## src/shared/dpms_regs.vh

```
`ifndef DPMS_REGS_VH
`define DPMS_REGS_VH
// Timing figures and derived cycle counts at 25 MHz (40 ns)
`define DPMS_CLK_NS          40
`define DPMS_LDO_UP_NS       100000
`define DPMS_LDO_UP_CYC      ((`DPMS_LDO_UP_NS) / `DPMS_CLK_NS)
`define DPMS_SWITCH_LDO_NS   2000000
`define DPMS_SWITCH_LDO_CYC  ((`DPMS_SWITCH_LDO_NS) / `DPMS_CLK_NS)
`define DPMS_SWITCH_DIR_NS   1000
`define DPMS_SWITCH_DIR_CYC  ((`DPMS_SWITCH_DIR_NS) / `DPMS_CLK_NS)
`define DPMS_RST_HOLD_NS     150
// Sample-period counts
`define DPMS_STEP_FS         8'h10
`define DPMS_START_FS        8'h04
`define DPMS_RST_FALL_FS     8'h03
`define DPMS_RST_RISE_FS     8'h02
`define DPMS_ZERO_RUN        14'h2000
// Reset values
`define DPMS_ATTEN_RST       8'hFF
`define DPMS_ATTEN_MUTE      8'h00
`endif

```

## src/rtl/dpms_seq.v

```verilog
`timescale 1ns/1ps
`include "dpms_regs.vh"
// Operation
// - Mute ramps attenuation down, step per 16/fs
// - Unmute ramps back to programmed level
// - Early cancel reverses ramp at same rate
// - Zero flag after 8192 zeros, drops immediately
// - Regulator starts on release, 0.1ms allowed
// - Regulator fault locks out until power cycle
// - With regulator, switch closes within 2ms
// - Without regulator, switch closes within 1us
// - Power-down halts all, outputs high-impedance
// - Pin mode: analog at clocks, digital 4/fs
// - Register mode: accesses allowed once released
// - Register mode: divider 4/fs after clocks
// - Reset bit one enters normal operation
// - Internal reset lags bit 3-4 / 2-3 fs
// - Zero flags low while powered down
// - Stopped clocks in power-down are harmless
// - Reset bit clear resets core, flags high
module dpms_seq
(
    input  wire       mclk_i,              // Master clock, 25 MHz
    input  wire       nrst_i,              // Power-down pin, async, low
    input  wire       ce_i,                // Clock enable
    input  wire       regulator_enable_pin_i, // Regulator enable strap
    input  wire       control_style_select_i, // High pin mode, low reg
    input  wire       reg_fault_i,         // Regulator fault detect
    input  wire       clocks_present_i,    // Required audio clocks seen
    input  wire       frame_clock_i,       // Frame clock pin (fs)
    input  wire       soft_mute_req_pin_i, // Soft-mute pin
    input  wire       soft_mute_req_bit_i, // Soft-mute register bit
    input  wire       reset_release_bit_i, // Reset release bit
    input  wire [7:0] atten_level_value_i, // Programmed attenuation
    input  wire       zero_left_i,         // Left sample is zero
    input  wire       zero_right_i,        // Right sample is zero
    output reg        regulator_on_o,      // Regulator running
    output reg        core_switch_o,       // Core shutdown switch closed
    output reg        analog_on_o,         // Analog circuitry running
    output reg        divider_on_o,        // Clock divider running
    output reg        digital_on_o,        // Digital circuitry running
    output reg        reg_access_o,        // Register access allowed
    output reg        out_hiz_o,           // Analog outputs floating
    output reg        out_common_o,        // Outputs at common voltage
    output reg        fault_lock_o,        // Regulator error state
    output reg        int_reset_n_o,       // Internal core reset, low
    output reg  [7:0] atten_level_o,       // Current attenuation
    output reg        zero_flag_left_o,    // Left zero flag
    output reg        zero_flag_right_o    // Right zero flag
);

    // Power sequencer states
    localparam [2:0] ST_OFF   = 3'h0;      // Just released
    localparam [2:0] ST_LDO   = 3'h1;      // Regulator rising
    localparam [2:0] ST_SW    = 3'h2;      // Switch closing
    localparam [2:0] ST_CLK   = 3'h3;      // Waiting for clocks
    localparam [2:0] ST_WAIT  = 3'h4;      // Clocks seen, 4/fs
    localparam [2:0] ST_RUN   = 3'h5;      // Running
    localparam [2:0] ST_FAULT = 3'h6;      // Regulator lockout

    reg  [2:0]  st_q;                      // Sequencer state
    reg  [16:0] tmr_q;                     // Cycle timer
    reg  [7:0]  fs_cnt_q;                  // Sample period timer
    reg  [2:0]  fr_sync_q;                 // Frame clock synchroniser
    reg  [2:0]  ck_sync_q;                 // Clocks-present synchroniser
    reg  [2:0]  mp_sync_q;                 // Mute pin synchroniser
    reg  [2:0]  ft_sync_q;                 // Fault synchroniser
    reg         fr_prev_q;                 // Filtered frame clock
    reg         ldo_mode_q;                // Strap caught at release
    reg         rst_bit_q;                 // Last seen reset bit
    reg  [7:0]  rst_cnt_q;                 // Reset-latency counter
    reg  [7:0]  step_cnt_q;                // Mute step counter
    reg  [13:0] zl_cnt_q;                  // Left zero run
    reg  [13:0] zr_cnt_q;                  // Right zero run
    reg         strap_done_q;              // Strap captured

    // Filtered pin levels: second and third stages agree
    wire fr_lvl   = (fr_sync_q[1] == fr_sync_q[2]) ? fr_sync_q[2]
                                                   : fr_prev_q;
    wire fs_tick  = fr_lvl & ~fr_prev_q;   // Rising frame edge
    wire clk_ok   = ck_sync_q[1] & ck_sync_q[2];
    wire fault    = ft_sync_q[1] & ft_sync_q[2];
    wire mute_pin = mp_sync_q[1] & mp_sync_q[2];
    wire mute_req = mute_pin | soft_mute_req_bit_i;
    wire reg_mode = ~control_style_select_i;

    // Synchronisers for pins from outside the clock domain
    always @(posedge mclk_i or negedge nrst_i)
    begin
        if (!nrst_i)
        begin
            fr_sync_q <= 3'h0;
            ck_sync_q <= 3'h0;
            mp_sync_q <= 3'h0;
            ft_sync_q <= 3'h0;
            fr_prev_q <= 1'b0;
        end
        else if (ce_i)
        begin
            fr_sync_q <= {fr_sync_q[1:0], frame_clock_i};
            ck_sync_q <= {ck_sync_q[1:0], clocks_present_i};
            mp_sync_q <= {mp_sync_q[1:0], soft_mute_req_pin_i};
            ft_sync_q <= {ft_sync_q[1:0], reg_fault_i};
            fr_prev_q <= fr_lvl;
        end
    end

    // Power-up sequencer; power-down pin is the async reset
    always @(posedge mclk_i or negedge nrst_i)
    begin
        if (!nrst_i)
        begin
            // All halted, outputs floating, flags low
            st_q           <= ST_OFF;
            tmr_q          <= 17'h0;
            fs_cnt_q       <= 8'h0;
            ldo_mode_q     <= 1'b0;
            strap_done_q   <= 1'b0;
            regulator_on_o <= 1'b0;
            core_switch_o  <= 1'b0;
            analog_on_o    <= 1'b0;
            divider_on_o   <= 1'b0;
            digital_on_o   <= 1'b0;
            reg_access_o   <= 1'b0;
            out_hiz_o      <= 1'b1;
            fault_lock_o   <= 1'b0;
        end
        else if (ce_i)
        begin
            case (st_q)
                ST_OFF:
                begin
                    // Catch the strap after release
                    ldo_mode_q   <= regulator_enable_pin_i;
                    strap_done_q <= 1'b1;
                    reg_access_o <= reg_mode;
                    tmr_q        <= 17'h0;
                    if (strap_done_q)
                    begin
                        if (ldo_mode_q)
                        begin
                            regulator_on_o <= 1'b1;
                            st_q           <= ST_LDO;
                        end
                        else
                        begin
                            core_switch_o <= 1'b1;
                            st_q          <= ST_CLK;
                        end
                    end
                end
                ST_LDO:
                begin
                    // Allow the regulator its rise time
                    tmr_q <= tmr_q + 17'h1;
                    if (tmr_q >= `DPMS_LDO_UP_CYC - 1)
                    begin
                        tmr_q <= 17'h0;
                        st_q  <= ST_SW;
                    end
                end
                ST_SW:
                begin
                    // Oscillator count before switch closes
                    tmr_q <= tmr_q + 17'h1;
                    if (tmr_q >= `DPMS_SWITCH_LDO_CYC -
                                 `DPMS_LDO_UP_CYC - 3)
                    begin
                        core_switch_o <= 1'b1;
                        st_q          <= ST_CLK;
                    end
                end
                ST_CLK:
                begin
                    // Wait for required audio clocks
                    if (clk_ok)
                    begin
                        analog_on_o <= 1'b1;
                        fs_cnt_q    <= 8'h0;
                        st_q        <= ST_WAIT;
                    end
                end
                ST_WAIT:
                begin
                    // Digital start and divider 4/fs later
                    if (fs_tick)
                        fs_cnt_q <= fs_cnt_q + 8'h1;
                    if (fs_tick && fs_cnt_q == `DPMS_START_FS - 8'h1)
                    begin
                        divider_on_o <= 1'b1;
                        digital_on_o <= 1'b1;
                        out_hiz_o    <= 1'b0;
                        st_q         <= ST_RUN;
                    end
                end
                ST_RUN:
                begin
                    st_q <= ST_RUN;
                end
                ST_FAULT:
                begin
                    st_q <= ST_FAULT;
                end
                default:
                begin
                    st_q <= ST_OFF;
                end
            endcase
            // Regulator fault overrides everything until pin cycles
            if (ldo_mode_q && regulator_on_o && fault)
            begin
                st_q           <= ST_FAULT;
                regulator_on_o <= 1'b0;
                core_switch_o  <= 1'b0;
                analog_on_o    <= 1'b0;
                divider_on_o   <= 1'b0;
                digital_on_o   <= 1'b0;
                out_hiz_o      <= 1'b1;
                fault_lock_o   <= 1'b1;
            end
        end
    end

    // Internal reset follows the bit with 3 fall / 2 rise latency
    always @(posedge mclk_i or negedge nrst_i)
    begin
        if (!nrst_i)
        begin
            int_reset_n_o <= 1'b0;
            rst_bit_q     <= 1'b0;
            rst_cnt_q     <= 8'h0;
        end
        else if (ce_i)
        begin
            if (!digital_on_o)
            begin
                int_reset_n_o <= 1'b0;
                rst_bit_q     <= 1'b0;
                rst_cnt_q     <= 8'h0;
            end
            else
            begin
                // In pin mode the core runs without the bit
                if ((reg_mode ? reset_release_bit_i : 1'b1) != rst_bit_q)
                begin
                    rst_bit_q <= ~rst_bit_q;
                    rst_cnt_q <= 8'h0;
                end
                else if (int_reset_n_o != rst_bit_q && fs_tick)
                begin
                    rst_cnt_q <= rst_cnt_q + 8'h1;
                    if (rst_cnt_q + 8'h1 >= (rst_bit_q ?
                        `DPMS_RST_RISE_FS : `DPMS_RST_FALL_FS))
                        int_reset_n_o <= rst_bit_q;
                end
            end
        end
    end

    // Common-voltage output while held in reset
    always @(*)
    begin
        out_common_o = ~out_hiz_o & ~int_reset_n_o;
    end

    // Soft-mute ramp, one step per 16/fs, reversible mid-ramp
    always @(posedge mclk_i or negedge nrst_i)
    begin
        if (!nrst_i)
        begin
            atten_level_o <= `DPMS_ATTEN_MUTE;
            step_cnt_q    <= 8'h0;
        end
        else if (ce_i)
        begin
            if (!int_reset_n_o)
            begin
                atten_level_o <= atten_level_value_i;
                step_cnt_q    <= 8'h0;
            end
            else if (fs_tick)
            begin
                step_cnt_q <= step_cnt_q + 8'h1;
                if (step_cnt_q == `DPMS_STEP_FS - 8'h1)
                begin
                    step_cnt_q <= 8'h0;
                    if (mute_req && atten_level_o != `DPMS_ATTEN_MUTE)
                        atten_level_o <= atten_level_o - 8'h1;
                    else if (!mute_req &&
                             atten_level_o < atten_level_value_i)
                        atten_level_o <= atten_level_o + 8'h1;
                    else if (!mute_req)
                        atten_level_o <= atten_level_value_i;
                end
            end
        end
    end

    // Per-channel zero runs and flags
    always @(posedge mclk_i or negedge nrst_i)
    begin
        if (!nrst_i)
        begin
            zl_cnt_q          <= 14'h0;
            zr_cnt_q          <= 14'h0;
            zero_flag_left_o  <= 1'b0;
            zero_flag_right_o <= 1'b0;
        end
        else if (ce_i)
        begin
            if (!digital_on_o)
            begin
                zl_cnt_q          <= 14'h0;
                zr_cnt_q          <= 14'h0;
                zero_flag_left_o  <= 1'b0;
                zero_flag_right_o <= 1'b0;
            end
            else if (!rst_bit_q)
            begin
                zl_cnt_q          <= 14'h0;
                zr_cnt_q          <= 14'h0;
                zero_flag_left_o  <= 1'b1;
                zero_flag_right_o <= 1'b1;
            end
            else
            begin
                if (!zero_left_i)
                begin
                    zl_cnt_q         <= 14'h0;
                    zero_flag_left_o <= 1'b0;
                end
                else if (fs_tick)
                begin
                    if (zl_cnt_q != `DPMS_ZERO_RUN)
                        zl_cnt_q <= zl_cnt_q + 14'h1;
                    zero_flag_left_o <= (zl_cnt_q + 14'h1 >=
                                         `DPMS_ZERO_RUN);
                end
                if (!zero_right_i)
                begin
                    zr_cnt_q          <= 14'h0;
                    zero_flag_right_o <= 1'b0;
                end
                else if (fs_tick)
                begin
                    if (zr_cnt_q != `DPMS_ZERO_RUN)
                        zr_cnt_q <= zr_cnt_q + 14'h1;
                    zero_flag_right_o <= (zr_cnt_q + 14'h1 >=
                                          `DPMS_ZERO_RUN);
                end
            end
        end
    end

endmodule // dpms_seq

```

## config.mk

```make
export PLATFORM = sky130hd
export DESIGN_NAME = dpms_seq
export DESIGN_NICKNAME = d
export VERILOG_FILES = /design/src/rtl/dpms_seq.v
export VERILOG_INCLUDE_DIRS = /design/src /design/src/shared
export SDC_FILE = /design/constraint.sdc
export NUM_CORES = 1
export LEC_CHECK = 0
export ABC_AREA = 1
export ABC_CLOCK_PERIOD_IN_PS = 4930
export BUFFER_PORTS_ARGS = -buffer_cell sky130_fd_sc_hd__buf_2
export CAP_MARGIN = 25
export CELL_PAD_IN_SITES_DETAIL_PLACEMENT = 0
export CELL_PAD_IN_SITES_GLOBAL_PLACEMENT = 1
export CORE_ASPECT_RATIO = 1.2
export CORE_MARGIN = 8
export CORE_UTILIZATION = 30
export CTS_CLUSTER_DIAMETER = 120
export CTS_CLUSTER_SIZE = 8
export DETAILED_ROUTE_END_ITERATION = 7
export PLACE_DENSITY = 0.62
export SLEW_MARGIN = 20
export SYNTH_ARGS = -nofsm -noshare
export SYNTH_HDL_FRONTEND = slang
export SYNTH_SLANG_ARGS = --single-unit
```

## constraint.sdc

```tcl
create_clock -name mclk_i -period 4.93 [get_ports mclk_i]
set_input_delay 0.986 -clock mclk_i [delete_from_list [all_inputs] [get_ports mclk_i]]
set_output_delay 0.986 -clock mclk_i [all_outputs]
set_load 0.02 [all_outputs]
```

# --- After elaboration in Yosys (flattened, before gate mapping) ---
# Cells that the tools add are included.
totals:
  regBits: 106
  out_inout_bits: 20
  elab_cells: 191
op_classes:
  add_sub_neg: 8
  magnitude_cmp: 6
  n_eq_ne: 33
  muxes: 70
  bitwise_logic: 11
  n_reduce_logical: 37
op_table:
  columns: ["operator", "n"]
  rows:
  - ["$mux W14", 10]
  - ["$mux W8", 14]
  - ["$pmux W17 S3", 1]
  - ["$mux W1", 34]
  - ["$add A8 B1 Y8 const B", 4]
  - ["$add A14 B1 Y14 const B", 2]
  - ["$ge A14 B14 Y1 const B", 2]
  - ["$ne A14 B14 Y1 const B", 2]
  - ["$pmux W3 S7", 1]
  - ["$mux W3", 6]
  - ["$ne A3 B3 Y1 const B", 6]
  - ["$add A17 B1 Y17 const B", 1]
  - ["$ge A17 B12 Y1 const B", 1]
  - ["$ge A17 B16 Y1 const B", 1]
  - ["$mux W17", 1]
  - ["$ne A4 B3 Y1 const B", 4]
  - ["$pmux W8 S2", 1]
  - ["$reduce_and A2 Y1", 8]
  - ["$reduce_and A4 Y1", 4]
  - ["$reduce_bool A2 Y1", 8]
  - ["$reduce_and A3 Y1", 4]
  - ["$ne A2 B1 Y1 const B", 5]
  - ["$eq A3 B3 Y1 const B", 3]
  - ["$eq A8 B2 Y1 const B", 1]
  - ["other kinds (23)", 41]

# --- Logic depth before layout (Yosys ltp) ---
depth:
  depth_word: 9
  mapped_depth: 14
  depth_no_buf: 14

# --- Least setup slack after synthesis ---
# OpenSTA, ideal clock, no wires.
synth_path:
  path_type: "in2reg"
  from: "input port atten_level_value_i[7]"
  to: "register atten_level_o[6]"
  setup_ns: 0.117
  arrival_time_ns: 2.335
  path_slack_ns: 2.478
  path_stages: 12
  n_path_buf: 0
  path_cell_list: "inv_1 > ha_1 > a21oi_1 > nand3_1 > nor2_1 > nand2_1 > nand2_1 > nand2_1 > nand2_1 > nand2_1 > nand2_1 > nand2_1"
synth_between:
  elab_chain_cells: 7
synth_rtl:
  columns: ["element", "line", "source"]
  rows:
  - ["from (decl)", "dpms_seq.v:34", "input wire [7:0] atten_level_value_i,"]
  - ["$lt A8 B8 Y1 *", "dpms_seq.v:290", "atten_level_o < atten_level_value_i)"]
  - ["$logic_and A1 B1 Y1 *", "dpms_seq.v:289", "else if (!mute_req &&"]
  - ["$mux W8", "dpms_seq.v:289", null]
  - ["$mux W8", "dpms_seq.v:287", "if (mute_req && atten_level_o != `DPMS_ATTEN_MUTE)"]
  - ["$mux W8", "dpms_seq.v:284", "if (step_cnt_q == `DPMS_STEP_FS - 8'h1)"]
  - ["$mux W8", "dpms_seq.v:281", "else if (fs_tick)"]
  - ["$mux W8", "dpms_seq.v:276", "if (!int_reset_n_o)"]
  - ["to (signal assigned)", "dpms_seq.v:278", "atten_level_o <= atten_level_value_i;"]
  - ["to (signal assigned)", "dpms_seq.v:288", "atten_level_o <= atten_level_o - 8'h1;"]
  - ["to (signal assigned)", "dpms_seq.v:291", "atten_level_o <= atten_level_o + 8'h1;"]
  - ["to (decl)", "dpms_seq.v:47", "output reg [7:0] atten_level_o,"]
# Every way passes the cells marked *; elsewhere a longest branch is shown, timed or not. The select of a mux whose other input is x is not followed.
# A chain may end at the register's enable or synchronous reset.

# --- Worst setup path after layout ---
layout_path:
  from: "input port ce_i"
  to: "register atten_level_o[3]"
layout_between:
  elab_chain_cells: 1
layout_rtl:
  columns: ["element", "line", "source"]
  rows:
  - ["from (decl)", "dpms_seq.v:25", "input wire ce_i,"]
  - ["$reduce_and A4 Y1 (no source line)", null, null]
  - ["to (signal assigned)", "dpms_seq.v:271", "atten_level_o <= `DPMS_ATTEN_MUTE;"]
  - ["to (signal assigned)", "dpms_seq.v:278", null]
  - ["to (signal assigned)", "dpms_seq.v:288", null]
# No other way between the ends.

==> reports/metrics.yaml <==
clock_network:
  numCtsBuffers: 9
  clkSinkCount: 106
  clockRootBuffer: "clkbuf_16"
  h-tree-depth: 3
  cts_resized: 0
  clockBufferDepth: 2
  cts.reportedPaths.clkPinSlew_ps: 90
  clk_latency_ps: 360
  hold_buffers: 0
  cts_tree: "done"
  post-cts-setup-buffer-count: 0
logic_synthesis:
  synth_flop_cell: "dfrtp_1"
  yosysWarnings: 0
  synth_area_mm2: 0.006643
  synthTopCellsByCount: "247 x nand2_1, 134 x inv_1, 105 x dfrtp_1"
  netlist.area_leader.share_pct: 39.56
  synthCells: 930
  yosysMostFrequentCell: "nand2_1"
  ys_ff_latch: 106
  async_flop_share_pct: 100.0
  synth.area.top_cells: "dfrtp_1 40%, nand2_1 14%, inv_1 7.6%"
  syn-mean-instance-area_um2: 7.143
  yosysSeqAreaShare_pct: 39.95
  synth_nets: 971
  synth_cell_types: 44
  yosysTopAreaCell: "dfrtp_1"
  synth_enable_flop_cells: 0
critical_path:
  end_kind: "flip-flop"
  slowest_delay_ps: 460
  arrival_ps: 3010
  crit_slowest_cell: "buf_2"
  path_delay_family: "buffers and inverters"
  crit_path_start_kind: "input pin"
  cp.required_ps: 5230
  crit_buf_inv: 3
  crit_chain: "buf_2 > inv_1 > nor2_2 > nor2_4 > nor2_4 > nand2_2 > inv_1 > nand3_1 > nand2_1"
  critPathMaxFanout: 26
  worstSetupPathType: "input pin to flip-flop"
die:
  core_area_mm2: 0.02170
  initial_core_util_pct: 30.61
  die_h_um: 179.0
  die_area_mm2: 0.02718
  die_x_um: 151.8
  fp-row-count: 59
  pin_count: 41
pwr:
  power_density_mw_per_mm2: 406.8
  ir_drop_v: 0.0001737
  leakagePower_nw: 3.712
timing:
  finalClockSkew_ps: 18.42
  whs_ps: 476.0
  fmax_mhz: 368.6
  min_period_ps: 2713
  maxSlewViolCount: 0
  grt_setup_unrepaired: "no"
  fin_crit_sh_pct: 55.03
  worst_pin_slew_ps: 906.7
  max_slew_margin_pct: 39.55
  setup_ws_ps: 2217
  fin_setup_tns_ps: 0
  final_hold_viol_count: 0
  setup_viol: 0
drt:
  drt_pass1_iterations: 4
  wirelength_um: 17060
  drtAntennaViolNets: 0
  via_per_inst: 4.709
  drc: 0
  dr_total_vias: 5863
  drt_iter0_drc: 243
  routedWlPerCell_um: 13.70
finish:
  layout.nets: 1007
  fill_cells: 2401
  syn2layout_area_growth_pct: 11.40
  drive_gt1_share_pct: 10.09
  diodes: 0
  finalNonFillerCells: 1245
  postLayoutCellArea_mm2: 0.007400
global_routing:
  grt-ovfl-total: 0
  grt_max_degree: 65
  antenna_found_initial: 0
  grt_usage_pct: 12.93
  grt_pass1_wl_um: 29420
  grt_pass1_vias: 5926
status:
  outcome: "completed"
placed_design:
  place_congestion: 0.7752
  dp_cells: 1229
  numPortBuffers: 40
  hpwlAfterDp_um: 12490
  place_ws_ps: 1816
  placed_area_mm2: 0.007094
run:
  maxCapViolCount: 0
worst_hold_path:
  hp-class: "flip-flop to flip-flop"
-- report_power, final --
group | total [W] | internal, W | switching (W)
clock | 0.000750 | 0.000363 | 0.000388
combinational | 0.00105 | 0.000350 | 0.000696
sequential | 0.00121 | 0.00101 | 0.000204
total | 0.00301 | 0.00172 | 0.00129
-- tightest hold or removal path, delay by kind of cell, from the launching register on --
kind | cells | cell delay, ps
flops | 1 | 350
simple gates | 2 | 100
-- metal layers --
| layer | track usage (%) | wire (um) | share of wire (%) |
|---|---|---|---|
| met1 | 16.41 | 8405 | 49 |
| met4 | 3.717 | 198 | 1.2 |
| met3 | 1.512 | 275 | 1.6 |
| met5 | 0 | 0 | 0 |
| met2 | 22.73 | 8182 | 48 |
-- path summary, 6_finish.rpt --
kind | depth (start not counted) | slack [ps] | startpoint | endpoint
setup / recovery | 9 | 2220 | ce_i | atten_level_o[3]$_DFFE_PN0P_
hold reg to reg | 2 | 480 | ft_sync_q[0]$_DFFE_PN0P_ | ft_sync_q[0]$_DFFE_PN0P_
setup reg to reg | 11 | 2550 | rst_bit_q$_DFFE_PN0P_ | zr_cnt_q[9]$_DFFE_PN0P_
min in group asynchronous | 1 | 770 | nrst_i | zr_cnt_q[13]$_DFFE_PN0P_
hold / removal | 2 | 480 | ft_sync_q[0]$_DFFE_PN0P_ | ft_sync_q[0]$_DFFE_PN0P_
max in group asynchronous | 2 | 3330 | nrst_i | zr_cnt_q[7]$_DFFE_PN0P_
-- state kept, by name, indices dropped and copies added, names as in the netlist, 3 cells and up --
name           flops
ft_sync_q          3
fr_sync_q          3
st_q               3
zr_cnt_q          14
step_cnt_q         8
rst_cnt_q          8
mp_sync_q          3
atten_level_o      8
tmr_q             17
zl_cnt_q          14
fs_cnt_q           8
ck_sync_q          3
-- stage by stage --
step | util [%] | power (W)
after global routing | 34.09 | 0.003262
after detailed placement | 32.69 | 0.002294
after global placement | 32.69 | 0.002299
after CTS | 34.09 | 0.003067
final | 34.09 | 0.003010
after floorplan | - | 0.001965
-- layout by cell type (no fill, tap or decap), types with 17 or more instances in the layout --
master	netlist	final
nand2_1	247	247
nor3_1	28	28
xor2_1	17	17
o21ai_0	36	36
inv_1	134	134
dfrtp_1	105	105
buf_2	3	39
ha_1	20	20
a21oi_1	34	34
nand4_1	36	36
nor2_1	96	96
nand3_1	81	81
-- final cells by class --
type                    instances  area [um2]  area share, %
flip-flops and latches        106        2654          35.86
multi-input cells             664        3339          45.13
clock inverters                 7       80.08          1.082
clock buffers                   9       225.2          3.044
repair buffers                 43       225.2          3.044
inverters                     142       533.0          7.203
well taps                     274       342.8          4.633
-- kinds of logic after synthesis --
family,count (synthesis),share of synthesized area [%]
buf+inv,160,9.776
flops,106,39.95
xor+xnor,19,2.505
simple gates,526,35.60
fa+ha+maj,20,3.767
compound gates,99,8.401
Note: power is estimated with default switching activity, not from simulation.
